**config.mk**
```make
export PLATFORM = sky130hd
export DESIGN_NAME = pei_interconnect
export DESIGN_NICKNAME = d
export VERILOG_FILES = /design/src/rtl/pei_interconnect.v /design/src/rtl/pei_route_gate.v
export VERILOG_INCLUDE_DIRS = /design/src /design/src/rtl
export SDC_FILE = /design/constraint.sdc
export NUM_CORES = 1
export LEC_CHECK = 0
export BUFFER_PORTS_ARGS = -buffer_cell sky130_fd_sc_hd__buf_2
export CAP_MARGIN = 20
export CELL_PAD_IN_SITES_DETAIL_PLACEMENT = 0
export CELL_PAD_IN_SITES_GLOBAL_PLACEMENT = 1
export CORE_MARGIN = 10
export CORE_UTILIZATION = 28
export DETAILED_ROUTE_END_ITERATION = 10
export GPL_TIMING_DRIVEN = 0
export PLACE_DENSITY = 0.83
export SYNTH_ARGS = -nofsm -noshare
export SYNTH_HDL_FRONTEND = slang
export SYNTH_SLANG_ARGS = --single-unit
export TNS_END_PERCENT = 50
```
**constraint.sdc**
```tcl
create_clock -name sys_clk -period 0.8 [get_ports sys_clk]
set_clock_uncertainty 0.05 [all_clocks]
set_input_delay 0 -clock sys_clk [delete_from_list [all_inputs] [get_ports sys_clk]]
set_output_delay 0 -clock sys_clk [all_outputs]
set_load 0.01 [all_outputs]
```
**src/rtl/pei_defs.vh**
```
`ifndef PEI_DEFS_VH
`define PEI_DEFS_VH

// power-mode indication, one-hot
`define PEI_MODE_W 5
`define PEI_MODE_RUN 5'h01
`define PEI_MODE_SLEEP 5'h02
`define PEI_MODE_LPRUN 5'h04
`define PEI_MODE_LPSLEEP 5'h08
`define PEI_MODE_STOP 5'h10

// per-route mode masks, bit order {stop, lpsleep, lprun, sleep, run}
`define PEI_MASK_ALL 5'h1F
`define PEI_MASK_NO_STOP 5'h0F
`define PEI_MASK_RUN_SLEEP 5'h03

// oscillator request owners
`define PEI_REQ_UART 0
`define PEI_REQ_LOWPOWER_UART 1
`define PEI_REQ_I2C 2
`define PEI_REQ_N 3

`endif

```
**src/rtl/pei_interconnect.v**
```verilog
// Behaviour
// RL1: each route works only in the power modes allowed for its source and destination.
// RL2: timer-to-timer triggers work in run, sleep and low-power modes, not stop.
// RL3: rtc auto-wakeup to general_timer_b works in all modes except stop.
// RL4: rtc event to lowpower_timer works in every mode including stop.
// RL5: oscillator clocks as timer input channels work in every mode except stop.
// RL6: usb start-of-frame to clock_recovery_unit works only in run and sleep.
// RL7: in stop a waking peripheral may request fast_internal_osc, clocking only it.
// RL8: fast_internal_osc switches off by itself when no requester needs it.
// RL9: uart receivers in stop raise a wakeup on a detected start bit.
// RL10: lowpower_uart frame wakeup runs on slow_crystal_clk; uart requests fast osc.
// RL11: i2c address match in stop wakes up and requests fast osc while receiving.
// RL12: a route disallowed in the current mode drives its destination inactive.
// RL13: oscillator requests are or-combined; enable holds until all are withdrawn.
`timescale 1ns/1ps
`default_nettype none
`include "pei_defs.vh"
module pei_interconnect #(
  parameter NTIM = 4,
  parameter NCLK = 4,
  parameter NGPIO = 2
) (
  input wire sys_clk, // system clock, 50 MHz
  input wire rst_n, // synchronous reset, active low
  input wire [4:0] powerMode, // one-hot power mode indication
  input wire [1:0] compOut, // analog_comparator outputs
  input wire [NTIM-1:0] timTrgOut, // any_timer trigger outputs
  input wire rtcWakeup, // rtc auto-wakeup event
  input wire rtcEvent, // rtc alarm/tamper event
  input wire [NCLK-1:0] oscClkIn, // oscillator clock sources
  input wire usbSof, // usb start of frame
  input wire [NGPIO-1:0] gpioIn, // gpio pins
  input wire uartRxd, // uart receive line
  input wire lpuartRxd, // lowpower_uart receive line
  input wire uartBusy, // uart reception in progress
  input wire lpuartFrameDone, // lowpower_uart frame or address match
  input wire i2cAddrMatch, // i2c address match
  input wire i2cBusy, // i2c reception in progress
  output wire [1:0] compToTim, // comparator to general timers
  output wire [1:0] compToLptim, // comparator to lowpower_timer
  output wire [NTIM-1:0] timTrgIn, // any_timer trigger inputs
  output wire rtcToTimerB, // general_timer_b trigger
  output wire rtcToLptim, // lowpower_timer trigger
  output wire [NCLK-1:0] oscToTimCh, // timer measurement channels
  output wire sofToCrs, // clock_recovery_unit sync
  output wire sofToTimerD, // general_timer_d calibration channel
  output wire [NGPIO-1:0] gpioToTim, // gpio to timers
  output wire [NGPIO-1:0] gpioToLptim, // gpio to lowpower_timer
  output wire [NGPIO-1:0] gpioToConv, // gpio to adc/dac triggers
  output reg fastOscEn_r, // fast_internal_osc enable
  output reg [`PEI_REQ_N-1:0] fastOscGate_r, // per-requester clock gates
  output reg uartWake_r, // uart wakeup interrupt
  output reg lpuartWake_r, // lowpower_uart wakeup interrupt
  output reg lpuartLseSel_r, // lowpower_uart on slow_crystal_clk
  output reg i2cWake_r // i2c wakeup interrupt
);
  // pin-level inputs pass two flops
  reg [NGPIO+1:0] pinMeta_r;
  reg [NGPIO+1:0] pinSync_r;
  reg uartRxdPrev_r;
  reg lpuartRxdPrev_r;
  wire [NGPIO-1:0] gpioS;
  wire stopMode;
  wire [`PEI_REQ_N-1:0] oscReq;

  always @(posedge sys_clk)
  begin
    if (!rst_n)
    begin
      pinMeta_r <= {(NGPIO+2){1'b1}};
      pinSync_r <= {(NGPIO+2){1'b1}};
    end
    else
    begin
      pinMeta_r <= {uartRxd, lpuartRxd, gpioIn};
      pinSync_r <= pinMeta_r;
    end
  end
  assign gpioS = pinSync_r[NGPIO-1:0];
  assign stopMode = |(powerMode & `PEI_MODE_STOP);

  // comparator to general timers, off in stop
  pei_route_gate #(
    .WIDTH(2),
    .MASK(`PEI_MASK_NO_STOP)
  ) uCompTim (
    .sys_clk(sys_clk),
    .rst_n(rst_n),
    .modeOh(powerMode),
    .srcIn(compOut),
    .dstOut_r(compToTim) // RL1
  );

  // comparator to lowpower_timer, live in every mode
  pei_route_gate #(
    .WIDTH(2),
    .MASK(`PEI_MASK_ALL)
  ) uCompLp (
    .sys_clk(sys_clk),
    .rst_n(rst_n),
    .modeOh(powerMode),
    .srcIn(compOut),
    .dstOut_r(compToLptim) // RL1
  );

  // timer to timer triggers
  pei_route_gate #(
    .WIDTH(NTIM),
    .MASK(`PEI_MASK_NO_STOP)
  ) uTimTim (
    .sys_clk(sys_clk),
    .rst_n(rst_n),
    .modeOh(powerMode),
    .srcIn(timTrgOut),
    .dstOut_r(timTrgIn) // RL2
  );

  // rtc auto-wakeup to general_timer_b
  pei_route_gate #(
    .WIDTH(1),
    .MASK(`PEI_MASK_NO_STOP)
  ) uRtcTb (
    .sys_clk(sys_clk),
    .rst_n(rst_n),
    .modeOh(powerMode),
    .srcIn(rtcWakeup),
    .dstOut_r(rtcToTimerB) // RL3
  );

  // rtc event to lowpower_timer keeps working in stop
  pei_route_gate #(
    .WIDTH(1),
    .MASK(`PEI_MASK_ALL)
  ) uRtcLp (
    .sys_clk(sys_clk),
    .rst_n(rst_n),
    .modeOh(powerMode),
    .srcIn(rtcEvent),
    .dstOut_r(rtcToLptim) // RL4
  );

  // oscillator clocks as measurement channels
  pei_route_gate #(
    .WIDTH(NCLK),
    .MASK(`PEI_MASK_NO_STOP)
  ) uOscTim (
    .sys_clk(sys_clk),
    .rst_n(rst_n),
    .modeOh(powerMode),
    .srcIn(oscClkIn),
    .dstOut_r(oscToTimCh) // RL5
  );

  // start of frame to clock_recovery_unit
  pei_route_gate #(
    .WIDTH(1),
    .MASK(`PEI_MASK_RUN_SLEEP)
  ) uSofCrs (
    .sys_clk(sys_clk),
    .rst_n(rst_n),
    .modeOh(powerMode),
    .srcIn(usbSof),
    .dstOut_r(sofToCrs) // RL6
  );

  // start of frame to general_timer_d calibration channel
  pei_route_gate #(
    .WIDTH(1),
    .MASK(`PEI_MASK_RUN_SLEEP)
  ) uSofTd (
    .sys_clk(sys_clk),
    .rst_n(rst_n),
    .modeOh(powerMode),
    .srcIn(usbSof),
    .dstOut_r(sofToTimerD) // RL1
  );

  // synchronised gpio to timers
  pei_route_gate #(
    .WIDTH(NGPIO),
    .MASK(`PEI_MASK_NO_STOP)
  ) uGpTim (
    .sys_clk(sys_clk),
    .rst_n(rst_n),
    .modeOh(powerMode),
    .srcIn(gpioS),
    .dstOut_r(gpioToTim) // RL1
  );

  // synchronised gpio to lowpower_timer, live in stop
  pei_route_gate #(
    .WIDTH(NGPIO),
    .MASK(`PEI_MASK_ALL)
  ) uGpLp (
    .sys_clk(sys_clk),
    .rst_n(rst_n),
    .modeOh(powerMode),
    .srcIn(gpioS),
    .dstOut_r(gpioToLptim) // RL1
  );

  // synchronised gpio to converter triggers
  pei_route_gate #(
    .WIDTH(NGPIO),
    .MASK(`PEI_MASK_NO_STOP)
  ) uGpCv (
    .sys_clk(sys_clk),
    .rst_n(rst_n),
    .modeOh(powerMode),
    .srcIn(gpioS),
    .dstOut_r(gpioToConv) // RL1
  );

  // uart needs fast osc while receiving; lowpower_uart runs on slow crystal instead
  assign oscReq[`PEI_REQ_UART] = stopMode & uartBusy; // RL10
  assign oscReq[`PEI_REQ_LOWPOWER_UART] = 1'b0;
  assign oscReq[`PEI_REQ_I2C] = stopMode & i2cBusy; // RL11

  always @(posedge sys_clk)
  begin
    if (!rst_n)
    begin
      uartRxdPrev_r <= 1'b1;
      lpuartRxdPrev_r <= 1'b1;
      uartWake_r <= 1'b0;
      lpuartWake_r <= 1'b0;
      lpuartLseSel_r <= 1'b0;
      i2cWake_r <= 1'b0;
      fastOscEn_r <= 1'b0;
      fastOscGate_r <= {`PEI_REQ_N{1'b0}};
    end
    else
    begin
      uartRxdPrev_r <= pinSync_r[NGPIO+1];
      lpuartRxdPrev_r <= pinSync_r[NGPIO];
      // falling edge on rx is a start bit
      uartWake_r <= stopMode & uartRxdPrev_r & ~pinSync_r[NGPIO+1]; // RL9
      lpuartWake_r <= stopMode & ((lpuartRxdPrev_r & ~pinSync_r[NGPIO])
        | lpuartFrameDone); // RL9 RL10
      lpuartLseSel_r <= stopMode; // RL10
      i2cWake_r <= stopMode & i2cAddrMatch; // RL11
      fastOscEn_r <= |oscReq; // RL7 RL8 RL13
      fastOscGate_r <= oscReq; // RL7
    end
  end
endmodule
`default_nettype wire

```
**src/rtl/pei_route_gate.v**
```verilog
`timescale 1ns/1ps
`default_nettype none
module pei_route_gate #(
  parameter WIDTH = 1,
  parameter [4:0] MASK = 5'h1F
) (
  input wire sys_clk, // system clock
  input wire rst_n, // synchronous reset, active low
  input wire [4:0] modeOh, // one-hot power mode
  input wire [WIDTH-1:0] srcIn, // source signals
  output reg [WIDTH-1:0] dstOut_r // gated destination signals
);
  wire allowed;
  assign allowed = |(modeOh & MASK);
  always @(posedge sys_clk)
  begin
    if (!rst_n)
      dstOut_r <= {WIDTH{1'b0}};
    else
      dstOut_r <= allowed ? srcIn : {WIDTH{1'b0}}; // RL12 RL1
  end
endmodule
`default_nettype wire

```
Yosys cells after proc, flatten, opt, wreduce, memory -nomap -nowiden --
Index checks and enable logic that the tools add are counted.
Word-level totals: logic and storage cells 37, flip-flop bits (word level) 37, bits in writable memories 0, input port bits 28, memories 0, bits in latches 0, bits in read-only memories 0, output and inout port bits 30
Operators by class: bitwise operators 10, order comparisons 0, shift operators 0, reductions and logical operators 7, add/subtract/negate cells 0, multiply operators 0, equal/unequal tests 0, mux-type cells 0, div/mod/pow operators 0
Operators with widths (number):
- $and 1x1->1 | 7
- $reduce_and 2->1 | 3
- $reduce_or 5->1 | 1
- $reduce_or 2->1 | 2
- $reduce_or 4->1 | 1
- $not 1->1 | 2
- $or 1x1->1 | 1

Logic depth before layout (Yosys ltp) --
word-level depth 4, gate-level depth with buffers 4, mapped depth without buffers 2

Modules after synthesis --
Synthesis repeated with hierarchy kept, for this count alone.
Second synthesis, totals: cells, all modules 102, area, all modules 1193.6 um^2
Modules (own cells, without submodules):
- pei_interconnect | cells an instance 42, area each 496.7 um^2, seq. area each 340.3 um^2, instances 1
- pei_route_gate at uOscTim ... | cells an instance 9, area each 116.4 um^2, seq. area each 80.1 um^2, instances 2
- pei_route_gate at uCompTim ... | cells an instance 5, area each 60.1 um^2, seq. area each 40.0 um^2, instances 3
- pei_route_gate at uCompLp ... | cells an instance 8, area each 73.8 um^2, seq. area each 40.0 um^2, instances 2
- pei_route_gate at uSofCrs ... | cells an instance 2, area each 30.0 um^2, seq. area each 20.0 um^2, instances 2
- pei_route_gate at uRtcTb | cells an instance 4, area each 40.0 um^2, seq. area each 20.0 um^2, instances 1
- pei_route_gate at uRtcLp | cells an instance 3, area each 36.3 um^2, seq. area each 20.0 um^2, instances 1

Worst setup path before layout --
No wires, ideal clock.
path type input to register, from in powerMode[3], to reg uCompTim.dstOut_r[0], data arrival time 726 ps, buffers on the path 1, stages on the path 3, path slack -89 ps, required time 637 ps, path through o41a_1 buf_6 and2_4
On the way: cells in the longest elaborated chain, start to end 2
RTL lines:
- from (decl) | line pei_interconnect.v:25 | input wire [4:0] powerMode,
- $reduce_or 4->1 | line pei_route_gate.v:14 | assign allowed = |(modeOh & MASK);
- $reduce_and 2->1 (no source line)
- to (signal assigned) | line pei_route_gate.v:18 | dstOut_r <= {WIDTH{1'b0}};
- to (signal assigned) | line pei_route_gate.v:20 | dstOut_r <= allowed ? srcIn : {WIDTH{1'b0}};
- to (decl) | line pei_route_gate.v:11 | output reg [WIDTH-1:0] dstOut_r
Every way passes these cells. A chain may end at the register's enable or synchronous reset.

Worst setup path in the final report --
from reg uSofTd.dstOut_r, to out sofToTimerD
RTL lines:
- from (decl) | line pei_route_gate.v:11
- from (signal assigned) | line pei_route_gate.v:18
- from (signal assigned) | line pei_route_gate.v:20
- to (decl) | line pei_interconnect.v:46 | output wire sofToTimerD,
No word-level cell between the ends.

==> summary.txt <==
Finish
  • Post-Layout Cell Count: 230
  • Nets@finish: 209
  • Commonest non-fill, non-tap cell in the layout: buf_2
  • Most frequent cells in the layout: buf_2 (47), dfxtp_1 (27), dlygate4sd3_1 (25), buf_6 (13), nand2b_1 (11)
  • Area grow syn2layout: 72.0%
  • Antenna Cells: 0
  • Fraction of layout cells with a size suffix above 1: 0.516

STA
  • FMAX: 1150 MHz
  • Final Hold Fails: 4
  • RSZ-0062 raised after global routing: yes
  • Setup ws final: -68.8 ps
  • Min Hold Slack: -43.5 ps
  • # setup viols final: 4
  • Max Slew Vio Count: 0
  • Period utilisation layout: 1.09
  • Crit path time final: 869 ps

Floorplan
  • Starting density of the core: 0.292
  • Core area: 3720 µm²
  • I/O pin total: 58
  • Die X: 82.2 µm
  • Full die area: 6760 µm²
  • Die extent in y: 82.2 µm
  • Num rows: 22

Clocking
  • CTS buffer count: 5
  • Clock latency on the worst-skew pair: 280 ps
  • Post-CTS Hold Buffers: 25
  • H-tree levels: 2
  • Clk pin slew, worst setup/hold paths: 70 ps
  • Clock buffer depth: 2
  • CTS Root Cell: clkbuf_8
  • Clock net sink count: 36
  • CTS tree: yes
  • Total setup buffers inserted after CTS: 0

Detailed routing
  • Via Count: 929
  • DRC violations left: 0
  • Final Routed Wirelength: 2960 µm
  • First-pass DRT Iterations: 4
  • DR iter-0 viols: 24
  • Via density: 4.04
  • WL/cell: 12.9 µm
  • Final antenna-violating net count: 0

Worst setup path
  • CP Class: reg -> out
  • Worst stage delay on the critical path: 330 ps
  • Setup crit end kind: output port
  • Slowest CP cell: dfxtp_2
  • CP delay by family, top: flip-flops
  • Critical Path AT: 820 ps
  • CP dominant cell by count: buf_6
  • CP max FO: 2
  • Type of origin of the critical path: flop
  • Crit-path cells: buf_6 > buf_6
  • CP Data Required Time: 750 ps
  • WP buf/inv: 2

Job
  • Max Cap Viol: 0

Pwr
  • Reg power frac: 0.488
  • Maximum vdd drop: 641 µV
  • Power per cell area: 2110 nW/µm²
  • Clock Power Share: 0.383
  • Combinational power share: 0.129
  • Pwr Total: 3930 µW
  • Leakage: 0.000921 µW
  • Sw frac: 0.205
  • Internal: 3130 µW
  • NetSw: 804 µW

Placement
  • Dpl hpwl: 2060 µm
  • Port-buffer cells: 56
  • Dpl cells: 197
  • DP Worst Slack: -298 ps
  • GPL Wtd Cong: 0.834

Synthesis
  • Cell Area, Synth: 1080 µm²
  • Post-synthesis average cell area: 11.7 µm²
  • Yosys top cell by area: dfxtp_1
  • Post-synth top area share: 0.664
  • Syn nets: 121
  • Sequential fraction of the synthesis area: 0.664
  • Synth unique cells: 16
  • Synth warn: 0
  • Synth area leaders: dfxtp_1 (66%), and2_4 (8.1%), nand2b_1 (6.3%), a21oi_1 (2.8%), buf_4 (2.8%)
  • Number of synthesized register bits: 36
  • Cells after synthesis: 93

Global routing
  • Initial antenna violation count: 0
  • Global-route wire length before repair: 4440 µm
  • Grt ovf: 0
  • GR Util All Layers: 0.0858
  • Vias in the first global route: 948
  • Largest net degree at the start of global routing: 12

Status
  • Outcome: finished, violations left
  • Failing checks: hold timing, setup timing

Worst hold path
  • Hold Path Class: in -> reg
state kept, by name, indices dropped and copies added, names as in the netlist, 2 cells and up:
signal,cells
uGpCv.dstOut_r,2
uOscTim.dstOut_r,4
uCompLp.dstOut_r,2
uTimTim.dstOut_r,4
pinSync_r,4
uGpLp.dstOut_r,2
fastOscGate_r,2
uCompTim.dstOut_r,2
pinMeta_r,4
Yosys cell counts (all sizes together):
library cell   n
clkbuf         1
and3           3
nor4           1
nand2b        11
nand2          7
nor2           3
dfxtp         36
and2          13
a21oi          6
inv            3
o41a           1
o211a          1
conb           1
buf            6
stage by stage:
stage | setup TNS, ps | area (µm²) | utilization
finish | -198 | 1870 | 0.502
global route | -385 | 1870 | 0.502
CTS | -250 | 1820 | 0.489
detailed placement | -5960 | 1430 | 0.384
global placement | -5290 | 1430 | 0.384
floorplan | -785 | 1080 | -
metal layers:
metal	vias up	share of wire	track usage	routed length [µm]
met4	0	0.019	0.0391	56
met2	59	0.46	0.144	1370
met3	8	0.20	0.0583	585
li1	461	-	-	-
met1	401	0.32	0.0791	947
met5	-	0	0	0
worst min-delay path, cell delays in order:
cell     delay, ps
buf_6           70
nor4_2          60
a21oi_1        120
power by group through the flow:
stage,registers (µW),logic [µW],clock network [µW]
final,1920,507,1500
after global routing,1930,554,1620
after CTS,1910,487,1560
after detailed placement,1950,372,0
after global placement,1950,362,0
after floorplan,1990,148,0
final cells by class:
| class | count | area [µm²] |
|---|---|---|
| flip-flops and latches | 36 | 732 |
| multi-input cells | 47 | 303 |
| plain buffers | 7 | 68.8 |
| clock inverters | 2 | 35.0 |
| clock buffers | 6 | 72.6 |
| repair buffers | 81 | 583 |
| well taps | 48 | 60.1 |
| inverters | 3 | 11.3 |
| fillers | 329 | 1850 |
path summary, 6_finish.rpt:
| kind | cells after the start | end | slack (ps) | from |
|---|---|---|---|---|
| worst max-delay path | 2 | sofToTimerD | -70 | uSofTd.dstOut_r |
| worst min-delay path | 3 | uCompLp.dstOut_r[1] | -40 | powerMode[3] |
| worst max register to register | 2 | lpuartWake_r | 140 | pinSync_r[2] |
| worst min register to register | 1 | pinSync_r[3] | 360 | pinMeta_r[3] |
timing repair:
action                     4_1_cts  5_1_grt
hold endpoints to repair        27        4
cloned                           0        0
setup endpoints to repair        6       30
gates resized for setup          9       16
pin swaps                        0        1
logic make-up after synthesis:
group                  count (synthesis)  share of synthesized area
AO/OA/AOI/OAI                          8                     0.0473
buffers and inverters                 10                     0.0623
flip-flops                            36                      0.664
other                                  1                    0.00346
AND/OR/NAND/NOR                       38                      0.223
(Power assumes the default switching activity.)
